`src/logic/amr_consts.vh`:
```
// Behaviour
// - Bit 7 of the range register picks bus speed, one for high speed and zero for fast, reset one.
// - Bit 6 of the range register makes both interrupt outputs active low at zero (reset) or high at one.
// - Range bits 1:0 pick full scale, 01 for 10 g at reset, 10 for 20 g, 11 for 40 g.
// - The ready mask bit 2 of power control holds the sample ready pin low.
// - Bit 1 of power control or the standby bit turns temperature processing off.
// - Power control bit 0 at one (reset) is standby and stops the datapaths in low power; zero measures.
// - In standby the digital functions, FIFO pointers among them, are held in reset.
// - Self-test bit 0 enables self-test mode and resets to zero.
// - Self-test bit 1 applies the self-test force and resets to zero.
// - Writing 0x52 to the write-only reset register resets the device like power-on.
// - After power-on and each software reset, factory values load into shadow registers.
// - Outside standby, each enabled interrupt source drives its output with the chosen polarity.
`ifndef AMR_CONSTS_VH
`define AMR_CONSTS_VH
`define AMR_ADDR_RANGE 8'h2C
`define AMR_ADDR_POWER 8'h2D
`define AMR_ADDR_SELFTEST 8'h2E
`define AMR_ADDR_RESET 8'h2F
`define AMR_ADDR_SHADOW_LO 8'h50
`define AMR_ADDR_SHADOW_HI 8'h54
`define AMR_RANGE_RESET 8'h81
`define AMR_POWER_RESET 8'h01
`define AMR_SELFTEST_RESET 8'h00
`define AMR_RANGE_MASK 8'hC3
`define AMR_POWER_MASK 8'h07
`define AMR_SELFTEST_MASK 8'h03
`define AMR_RESET_CODE 8'h52
`define AMR_BIT_SPEED 7
`define AMR_BIT_POL 6
`define AMR_BIT_MASK_RDY 2
`define AMR_BIT_TEMP_OFF 1
`define AMR_BIT_STANDBY 0
`define AMR_BIT_ST_MODE 0
`define AMR_BIT_ST_FORCE 1
`define AMR_SHADOW_COUNT 5
`define AMR_SHADOW_IDX_W 3
`endif

```
`src/logic/amr_shadow_load.v`:
```
`timescale 1ns/1ps
// copies factory store words into shadow flip-flops after any reset
module amr_shadow_load (
  // clock and reset
  input wire core_clk,
  input wire rst,
  // factory store read port
  output reg [2:0] store_addr,
  input wire [7:0] store_data,
  // shadow access
  input wire [2:0] rd_idx,
  output wire [7:0] rd_data,
  output reg loading
);
`include "amr_consts.vh"
  reg [7:0] shadow [0:4];
  reg [2:0] fill_idx;
  reg pending;

  assign rd_data = (rd_idx < `AMR_SHADOW_COUNT) ? shadow[rd_idx] : 8'h00;

  ////////////////////////////////////////////////////////////////////////
  // store address held two cycles, data latched on the second edge
  // reload shadow values
  always @(posedge core_clk) begin
    if (rst) begin
      store_addr <= 3'h0;
      fill_idx <= 3'h0;
      pending <= 1'b0;
      loading <= 1'b1;
    end else if (loading) begin
      // two cycles per word: store answers one edge after the address
      pending <= ~pending;
      if (pending) begin
        shadow[fill_idx] <= store_data;
        fill_idx <= fill_idx + 3'h1;
        if (fill_idx == `AMR_SHADOW_COUNT - 1) begin
          loading <= 1'b0;
          pending <= 1'b0;
        end else begin
          store_addr <= store_addr + 3'h1;
        end
      end
    end
  end
endmodule // amr_shadow_load

```
`src/logic/amr_regs.v`:
```
`timescale 1ns/1ps
module amr_regs (
  // clock and power-on reset
  input wire core_clk,
  input wire rst,
  // register port from the serial interface
  input wire [7:0] reg_addr,
  input wire reg_wr,
  input wire reg_rd,
  input wire [7:0] reg_wdata,
  output reg [7:0] reg_rdata,
  output reg reg_rvalid,
  // factory store
  output wire [2:0] factory_store_addr,
  input wire [7:0] factory_store_data,
  // interrupt sources and map
  input wire [7:0] irq_map,
  input wire [3:0] irq_src,
  input wire sample_ready_raw,
  // pins and controls
  output reg irq_out_a,
  output reg irq_out_b,
  output reg sample_ready_pin,
  output reg bus_speed_select,
  output reg irq_polarity,
  output reg [1:0] range_sel,
  output reg temp_enable,
  output reg datapath_enable,
  output reg low_power,
  output reg digital_reset,
  output reg selftest_mode_bit,
  output reg selftest_force_bit,
  output reg shadow_loading
);
`include "amr_consts.vh"
  reg [7:0] range_reg;
  reg [7:0] power_reg;
  reg [7:0] selftest_reg;
  reg soft_rst;
  reg [3:0] src_s1;
  reg [3:0] src_s2;
  reg rdy_s1;
  reg rdy_s2;
  wire dev_rst;
  wire [7:0] shadow_data;
  wire loading;
  wire standby;
  wire any_a;
  wire any_b;

  function [7:0] masked_write;
    input [7:0] data;
    input [7:0] mask;
    begin
      masked_write = data & mask;
    end
  endfunction

  ////////////////////////////////////////////////////////////////////////
  // software reset acts as power-on
  assign dev_rst = rst | soft_rst;
  assign standby = power_reg[`AMR_BIT_STANDBY];

  amr_shadow_load u_shadow (
    .core_clk(core_clk),
    .rst(dev_rst),
    .store_addr(factory_store_addr),
    .store_data(factory_store_data),
    .rd_idx(reg_addr[2:0]),
    .rd_data(shadow_data),
    .loading(loading)
  );

  ////////////////////////////////////////////////////////////////////////
  // register writes
  always @(posedge core_clk) begin
    if (dev_rst) begin
      range_reg <= `AMR_RANGE_RESET;
      power_reg <= `AMR_POWER_RESET;
      selftest_reg <= `AMR_SELFTEST_RESET;
      soft_rst <= 1'b0;
    end else begin
      soft_rst <= 1'b0;
      if (reg_wr) begin
        case (reg_addr)
          `AMR_ADDR_RANGE: begin
            range_reg <= masked_write(reg_wdata, `AMR_RANGE_MASK);
          end
          `AMR_ADDR_POWER: begin
            power_reg <= masked_write(reg_wdata, `AMR_POWER_MASK);
          end
          `AMR_ADDR_SELFTEST: begin
            selftest_reg <= masked_write(reg_wdata, `AMR_SELFTEST_MASK);
          end
          `AMR_ADDR_RESET: begin
            soft_rst <= (reg_wdata == `AMR_RESET_CODE);
          end
          default: begin
            soft_rst <= 1'b0;
          end
        endcase
      end
    end
  end

  ////////////////////////////////////////////////////////////////////////
  // register reads, one cycle latency
  always @(posedge core_clk) begin
    if (dev_rst) begin
      reg_rdata <= 8'h00;
      reg_rvalid <= 1'b0;
    end else begin
      reg_rvalid <= reg_rd;
      if (reg_rd) begin
        case (reg_addr)
          `AMR_ADDR_RANGE: reg_rdata <= range_reg;
          `AMR_ADDR_POWER: reg_rdata <= power_reg;
          `AMR_ADDR_SELFTEST: reg_rdata <= selftest_reg;
          `AMR_ADDR_RESET: reg_rdata <= 8'h00;
          default: begin
            if (reg_addr >= `AMR_ADDR_SHADOW_LO && reg_addr <= `AMR_ADDR_SHADOW_HI) begin
              reg_rdata <= shadow_data;
            end else begin
              reg_rdata <= 8'h00;
            end
          end
        endcase
      end
    end
  end

  ////////////////////////////////////////////////////////////////////////
  // source synchronisers
  always @(posedge core_clk) begin
    if (rst) begin
      src_s1 <= 4'h0;
      src_s2 <= 4'h0;
      rdy_s1 <= 1'b0;
      rdy_s2 <= 1'b0;
    end else begin
      src_s1 <= irq_src;
      src_s2 <= src_s1;
      rdy_s1 <= sample_ready_raw;
      rdy_s2 <= rdy_s1;
    end
  end

  assign any_a = |(src_s2 & irq_map[3:0]);
  assign any_b = |(src_s2 & irq_map[7:4]);

  ////////////////////////////////////////////////////////////////////////
  // control and pin outputs
  always @(posedge core_clk) begin
    if (dev_rst) begin
      irq_out_a <= 1'b1;
      irq_out_b <= 1'b1;
      sample_ready_pin <= 1'b0;
      bus_speed_select <= 1'b1;
      irq_polarity <= 1'b0;
      range_sel <= 2'h1;
      temp_enable <= 1'b0;
      datapath_enable <= 1'b0;
      low_power <= 1'b1;
      digital_reset <= 1'b1;
      selftest_mode_bit <= 1'b0;
      selftest_force_bit <= 1'b0;
      shadow_loading <= 1'b1;
    end else begin
      irq_out_a <= (any_a & ~standby) ^ ~range_reg[`AMR_BIT_POL];
      irq_out_b <= (any_b & ~standby) ^ ~range_reg[`AMR_BIT_POL];
      sample_ready_pin <= rdy_s2 & ~standby & ~power_reg[`AMR_BIT_MASK_RDY];
      bus_speed_select <= range_reg[`AMR_BIT_SPEED];
      irq_polarity <= range_reg[`AMR_BIT_POL];
      range_sel <= range_reg[1:0];
      temp_enable <= ~power_reg[`AMR_BIT_TEMP_OFF] & ~standby & ~loading;
      datapath_enable <= ~standby & ~loading;
      low_power <= standby;
      digital_reset <= standby | loading;
      selftest_mode_bit <= selftest_reg[`AMR_BIT_ST_MODE];
      selftest_force_bit <= selftest_reg[`AMR_BIT_ST_FORCE];
      shadow_loading <= loading;
    end
  end
endmodule // amr_regs

```
`config.mk`:
```
export PLATFORM = sky130hd
export DESIGN_NAME = amr_regs
export DESIGN_NICKNAME = d
export VERILOG_FILES = /design/src/logic/amr_shadow_load.v /design/src/logic/amr_regs.v
export VERILOG_INCLUDE_DIRS = /design/src /design/src/logic
export SDC_FILE = /design/constraint.sdc
export NUM_CORES = 1
export LEC_CHECK = 0
export BUFFER_PORTS_ARGS = -buffer_cell sky130_fd_sc_hd__buf_2
export CORE_MARGIN = 2
export CORE_UTILIZATION = 50
export DETAILED_ROUTE_END_ITERATION = 16
export HOLD_SLACK_MARGIN = 0.1
export PLACE_DENSITY = 0.75
export SETUP_SLACK_MARGIN = 0.3
export SYNTH_ARGS = -nofsm -noshare
export SYNTH_HDL_FRONTEND = slang
export SYNTH_HIERARCHICAL = 1
export SYNTH_SLANG_ARGS = --single-unit
```
`constraint.sdc`:
```
create_clock -name core_clk -period 2.4 [get_ports core_clk]
set_input_delay 0.12 -clock core_clk [delete_from_list [all_inputs] [get_ports core_clk]]
set_output_delay 0.12 -clock core_clk [all_outputs]
set_load 0.05 [all_outputs]
```
; Word level (Yosys, flattened, before mapping)
; Memories as Yosys holds them, arrays and structs flattened.
; Index checks and enable logic that the tools add are counted.
[op_classes]
order_cmp = 3
bitwise = 22
n_reduce_logical = 9
mux = 12
add_sub_neg = 2
n_eq_ne = 6
[ops]
columns = operator, count
row1 = "8-bit by 6-bit == test with 1-bit output, second input constant", 4
row2 = 8-bit one-hot mux with 4 select lines, 1
row3 = 8-bit two-way mux, 2
row4 = 1-bit two-way mux, 9
row5 = 1-bit inverter, 9
row6 = 4-bit AND, 2
row7 = "8-bit by 7-bit == test with 1-bit output, second input constant", 1
row8 = "8-bit by 7-bit greater-or-equal comparator with 1-bit output, second input constant", 1
row9 = "8-bit by 7-bit less-or-equal comparator with 1-bit output, second input constant", 1
row10 = 2-bit AND reduction, 4
row11 = 4-bit OR reduction, 2
row12 = 1-bit AND, 7
row13 = "3-bit by 1-bit adder with 3-bit output, second input constant", 2
row14 = "3-bit == test, second input constant", 1
row15 = "3-bit less-than comparator, second input constant", 1
row16 = 3-bit AND reduction, 1
row17 = 3-bit OR reduction, 1
row18 = 1-bit bitwise OR, 2
row19 = 1-bit bitwise XOR, 2
row20 = 1-bit logical AND, 1
[totals]
ram_bits = 40
in_bits = 41
memories = 1
out_inout_bits = 26
reg_bits = 51
wordCells = 82
[memory_table]
columns = name, words, word_bits, rd, rd_ports_with_merged_regs, wr, line_no
row1 = u_shadow.shadow, 5, 8, 1, 0, 1, amr_shadow_load.v:16  ; reg [7:0] shadow [0:4];

; Logic depth before layout (Yosys ltp)
[logic_depth]
word_depth = 4
depth_mapped = 7
mapped_depth_nobuf = 5

; Hierarchy
; The synthesis kept the hierarchy.
[modules_own_cells]
columns = mod, area_per_inst_um2, instances, seq_area_each_um2, cells_each
row1 = amr_shadow_load, 1926.8, 1, 1361.3, 123
row2 = amr_regs, 1549.0, 1, 860.8, 162

; Least setup slack after synthesis
; Ideal clock, no wire load.
[synth_path]
path_type = reg2reg
start = reg soft_rst
end = mem u_shadow.shadow[2][0] (enable)
n_path_buf = 1
setup_ns = 0.398
required_time_ns = 2.002
arrival_ns = 1.815
path_slack_ns = 0.187
stages_incl_launch_ff = 5
cell_sequence = dfxtp_1 -> nor2_1 -> clkinv_1 -> clkbuf_1 -> nor4b_1
[synth_between]
elab_chain_len = 3
[synth_rtl]
columns = item, line_no
row1 = "start, declared", amr_regs.v:39  ; reg soft_rst;
row2 = "start signal, assigned", amr_regs.v:96  ; soft_rst <= (reg_wdata == `AMR_RESET_CODE);
row3 = 1-bit bitwise OR, amr_regs.v:61  ; assign dev_rst = rst | soft_rst;
row4 = net dev_rst, amr_regs.v:44  ; wire dev_rst;
row5 = 1-bit two-way mux, amr_shadow_load.v:26  ; if (rst) begin
row6 = 1-bit two-way mux (implied by the code), amr_shadow_load.v:35  ; shadow[fill_idx] <= store_data;
row7 = "end, declared", amr_shadow_load.v:16
; The timed path passes the listed nets, and every way through them passes these cells.

; Worst setup path after layout
[layout_path]
start = in rst
end = mem u_shadow.shadow[3][1] (enable)
[layout_between]
elab_chain_len = 3
[layout_rtl]
columns = item, line_no
row1 = "start, declared", amr_regs.v:5  ; input wire rst,
row2 = 1-bit bitwise OR, amr_regs.v:61
row3 = net dev_rst, amr_regs.v:44
row4 = 1-bit two-way mux, amr_shadow_load.v:26
row5 = 1-bit two-way mux (implied by the code), amr_shadow_load.v:35
; The timed path passes the listed nets, and every way through them passes these cells.

==> metrics.md <==
| Metric | Value |
|---|---|
| Post-synth top area share | 34.56% |
| Dpl cells | 424 |
| DR pass1 iterations | 5 |
| GR Layer Usage met3 | 5.498% |
| WS Path Type | primary input to register |
| Root buf cell | clkbuf_8 |
| Initial core utilization | 51.44% |
| Finished Layout Cells | 466 |
| Detail Route Antenna Nets | 0 |
| Pwr dens | 719.7 mW/mm² |
| Post-synthesis sequential area ratio | 63.93% |
| Storage cell area | 0.002222 mm² |
| Met2 Usage GRT | 32.58% |
| Num rows | 30 |
| Clk_lat worst skew | 0.37 ns |
| Reg2reg path depth | 5 |
| Hold Fails Final Rpt | 0 |
| Yosys cell types | 45 |
| Core Area | 0.006756 mm² |
| Worst reg2reg setup slack | 0.72 ns |
| Placer Congestion | 0.7644 |
| Iter 0 DRT Violations | 140 |
| Top cells by count, synth | dfxtp_1, edfxtp_1, nor2_1 |
| Max-cap violations | 0 |
| Layout cells sized above 1 | 27.20% |
| Global-route wire length before repair | 11390 µm |
| Least-Margin Pin Slew | 0.4958 ns |
| HPWL after detailed placement | 4636 µm |
| Reg-to-reg startpoint | u_shadow/fill_idx[0]$_SDFFE_PP0P_ |
| GR peak layer | met2 |
| CP bufs+invs | 5 |
| Count leader, synth | dfxtp_1 |
| Max-slew violation count | 0 |
| Largest area contributor in the synthesized netlist | edfxtp_1 |
| Total track usage | 20.12% |
| CTS tree | done |
| Crit start category | primary input |
| Total CTS buffers | 9 |
| Post-synth net total | 329 |
| Die height | 87.38 µm |
| CP startpoint | rst |
| Status | complete, no violations |
| Filler cell count | 502 |
| CP Capture Type | register |
| Fin crit period | 1.755 ns |
| CP max-delay cell | dlygate4sd3_1 |
| Routed vias/inst | 5.341 |
| Max Clock Skew | 0.01503 ns |
| Setup TNS Final | 0 ns |
| Area Overhead vs Synth | 26.31% |
| Largest cells by area after synthesis | edfxtp_1, dfxtp_1, mux2i_1 |
| Post-synth EDFFs | 40 |
| Critical Path RT | 2.48 ns |
| Largest net degree at the start of global routing | 20 |
| Rel. slew slack | 66.82% |
| FFs w/ async S/R, synth | 0% |
| VDD IR max | 0.3556 mV |
| Prevailing post-synth register cell | dfxtp_1 |
| Yosys warns | 6 |
| Pleak | 1.754 nW |
| Initial antenna violation count | 0 |
| Largest register FFs | 40 |
| Clock sinks | 91 |
| Antenna Cells | 0 |
| Die area | 0.007634 mm² |
| Port Buffer Count | 66 |
| I/O pins | 67 |
| Worst hold path class | primary input to register |
| DR DRC count | 0 |
| Global routing usage on met1 | 26.37% |
| Largest reg by FF count | u_shadow/shadow |
| Data arrival, critical path | 1.83 ns |
| Vias | 2489 |
| Setup violations, final | 0 |
| FF-to-FF End | u_shadow/store_addr[1]$_SDFFE_PP0P_ |
| Fmax | 569.9 MHz |
| CP peak stage delay | 0.55 ns |
| Crit path cell chain | dlygate4sd3_1 > buf_2 > nor2_1 > clkinv_1 > buf_4 > nor4b_1 > buf_4 |
| Multi-input gate area | 0.001165 mm² |
| Vias in the first global route | 2338 |
| CP delay by family, top | buffers and inverters |
| Worst Setup EP | u_shadow/shadow[3][1]$_DFFE_PP_ |
| Mapped Cells | 285 |
| Biggest regs | u_shadow/shadow x40, reg_rdata x8 |
| Die Wd | 87.38 µm |
| Grt total ovfl | 0 |
| Netlist Area Pre-Place | 0.003476 mm² |
| Final net count | 425 |
| Number of cells on the critical path | 7 |
| RSZ-0062 raised after global routing | no |
| CTS max path bufs | 2 |
| Post-synthesis register bit count | 91 |
| DR WL/cell | 15.41 µm |
| Final period utilization | 73.11% |
| CP dominant cell by count | buf_4 |
| Syn_area_per_cell | 12.20 µm² |
| Critical path peak fanout | 17 |
| DRT Wirelength | 7183 µm |
| Htree depth | 3 |
| Clock transition at path regs | 0.09 ns |
-- worst min-delay path by stage --
stage               depth (start not counted)  slack (ns)                   from                              end
floorplan                                   0        0.22  factory_store_data[0]  u_shadow/shadow[0][0]$_DFFE_PP_
global placement                            2        0.33             irq_src[0]             src_s1[0]$_SDFF_PP0_
detailed placement                          2        0.34             irq_src[1]             src_s1[1]$_SDFF_PP0_
CTS                                         5        0.19            reg_addr[3]        reg_rdata[1]$_SDFFE_PP0P_
global route                                4        0.22            reg_addr[4]        power_reg[0]$_SDFFE_PP1P_
finish                                      5        0.19             irq_map[5]             irq_out_b$_SDFF_PP1_
-- cell families after synthesis --
| group | synth area share [%] |
|---|---|
| xor gates and xnor gates | 1.260 |
| buffers and inverters | 2.556 |
| AOI/OAI and AO/OA | 9.180 |
| and+or+nand+nor | 16.52 |
| muxes | 5.472 |
| DFF | 63.93 |
| adders and majority gates | 1.080 |
-- worst reg2reg max path: stages (launching register included) --
cell and delay (ns):
dfxtp_1 0.41, inv_1 0.12, ha_1 0.22, and2_0 0.25
or3b_2 0.49, a21oi_1 0.12
-- per-layer routing --
metal / routed length (µm) / up-vias / part of all wire (%)
li1: - / 1232 / -
met1: 3179 / 1153 / 44
met2: 3419 / 91 / 48
met3: 480 / 13 / 6.7
met4: 103 / 0 / 1.4
met5: 0 / - / 0
-- area by class of cell --
type | count | area share [%]
multi-input cells | 173 | 26.53
inverters | 10 | 0.8549
repair buffers | 96 | 14.14
well taps | 80 | 2.280
flip-flops and latches | 91 | 50.61
clock buffers | 9 | 2.821
clock inverters | 7 | 2.764
-- metrics by stage --
step	instance area, µm²	hold WS [ns]	setup WS [ns]	power [mW]	utilization (%)
global placement	3885	0.3299	0.8265	1.891	57.50
detailed placement	3885	0.3360	0.7671	1.898	57.50
floorplan	3476	0.2189	0.1873	1.820	-
finish	4390	0.1935	0.6453	3.160	64.98
CTS	4390	0.1890	0.6522	3.155	64.98
global route	4390	0.2160	0.4395	3.262	64.98
-- what timing repair did --
action | in CTS | in global routing
hold buffers | 26 | 0
resized for setup | 0 | 0
hold endpoints to repair | 61 | 0
buffers inserted | 0 | 0
-- placed cells by master (no fill, tap or decap), types with 2 or more instances in the layout --
master / instances
inv_1: 9
nor3b_1: 3
bufinv_16: 3
and3_1: 3
a21oi_1: 15
buf_2: 66
nand2_1: 15
a32oi_1: 2
dlygate4sd3_1: 26
clkbuf_8: 9
inv_6: 2
nor4_4: 2
nor4b_1: 4
o21ai_0: 15
ha_1: 3
buf_4: 4
a31oi_1: 3
nand2b_1: 4
dfxtp_1: 51
a22oi_1: 5
nand3_1: 13
a221o_1: 7
xnor2_1: 2
or3_1: 4
xor2_1: 3
mux2i_1: 10
mux2_2: 8
nor2_1: 23
edfxtp_1: 40
nor2b_1: 12
-- where the power goes --
group / total (mW) / internal [mW] / switching (mW)
sequential: 1.66 / 1.64 / 0.0164
clock: 1.26 / 0.698 / 0.564
combinational: 0.237 / 0.107 / 0.129
Note: power is estimated with default switching activity, not from simulation.
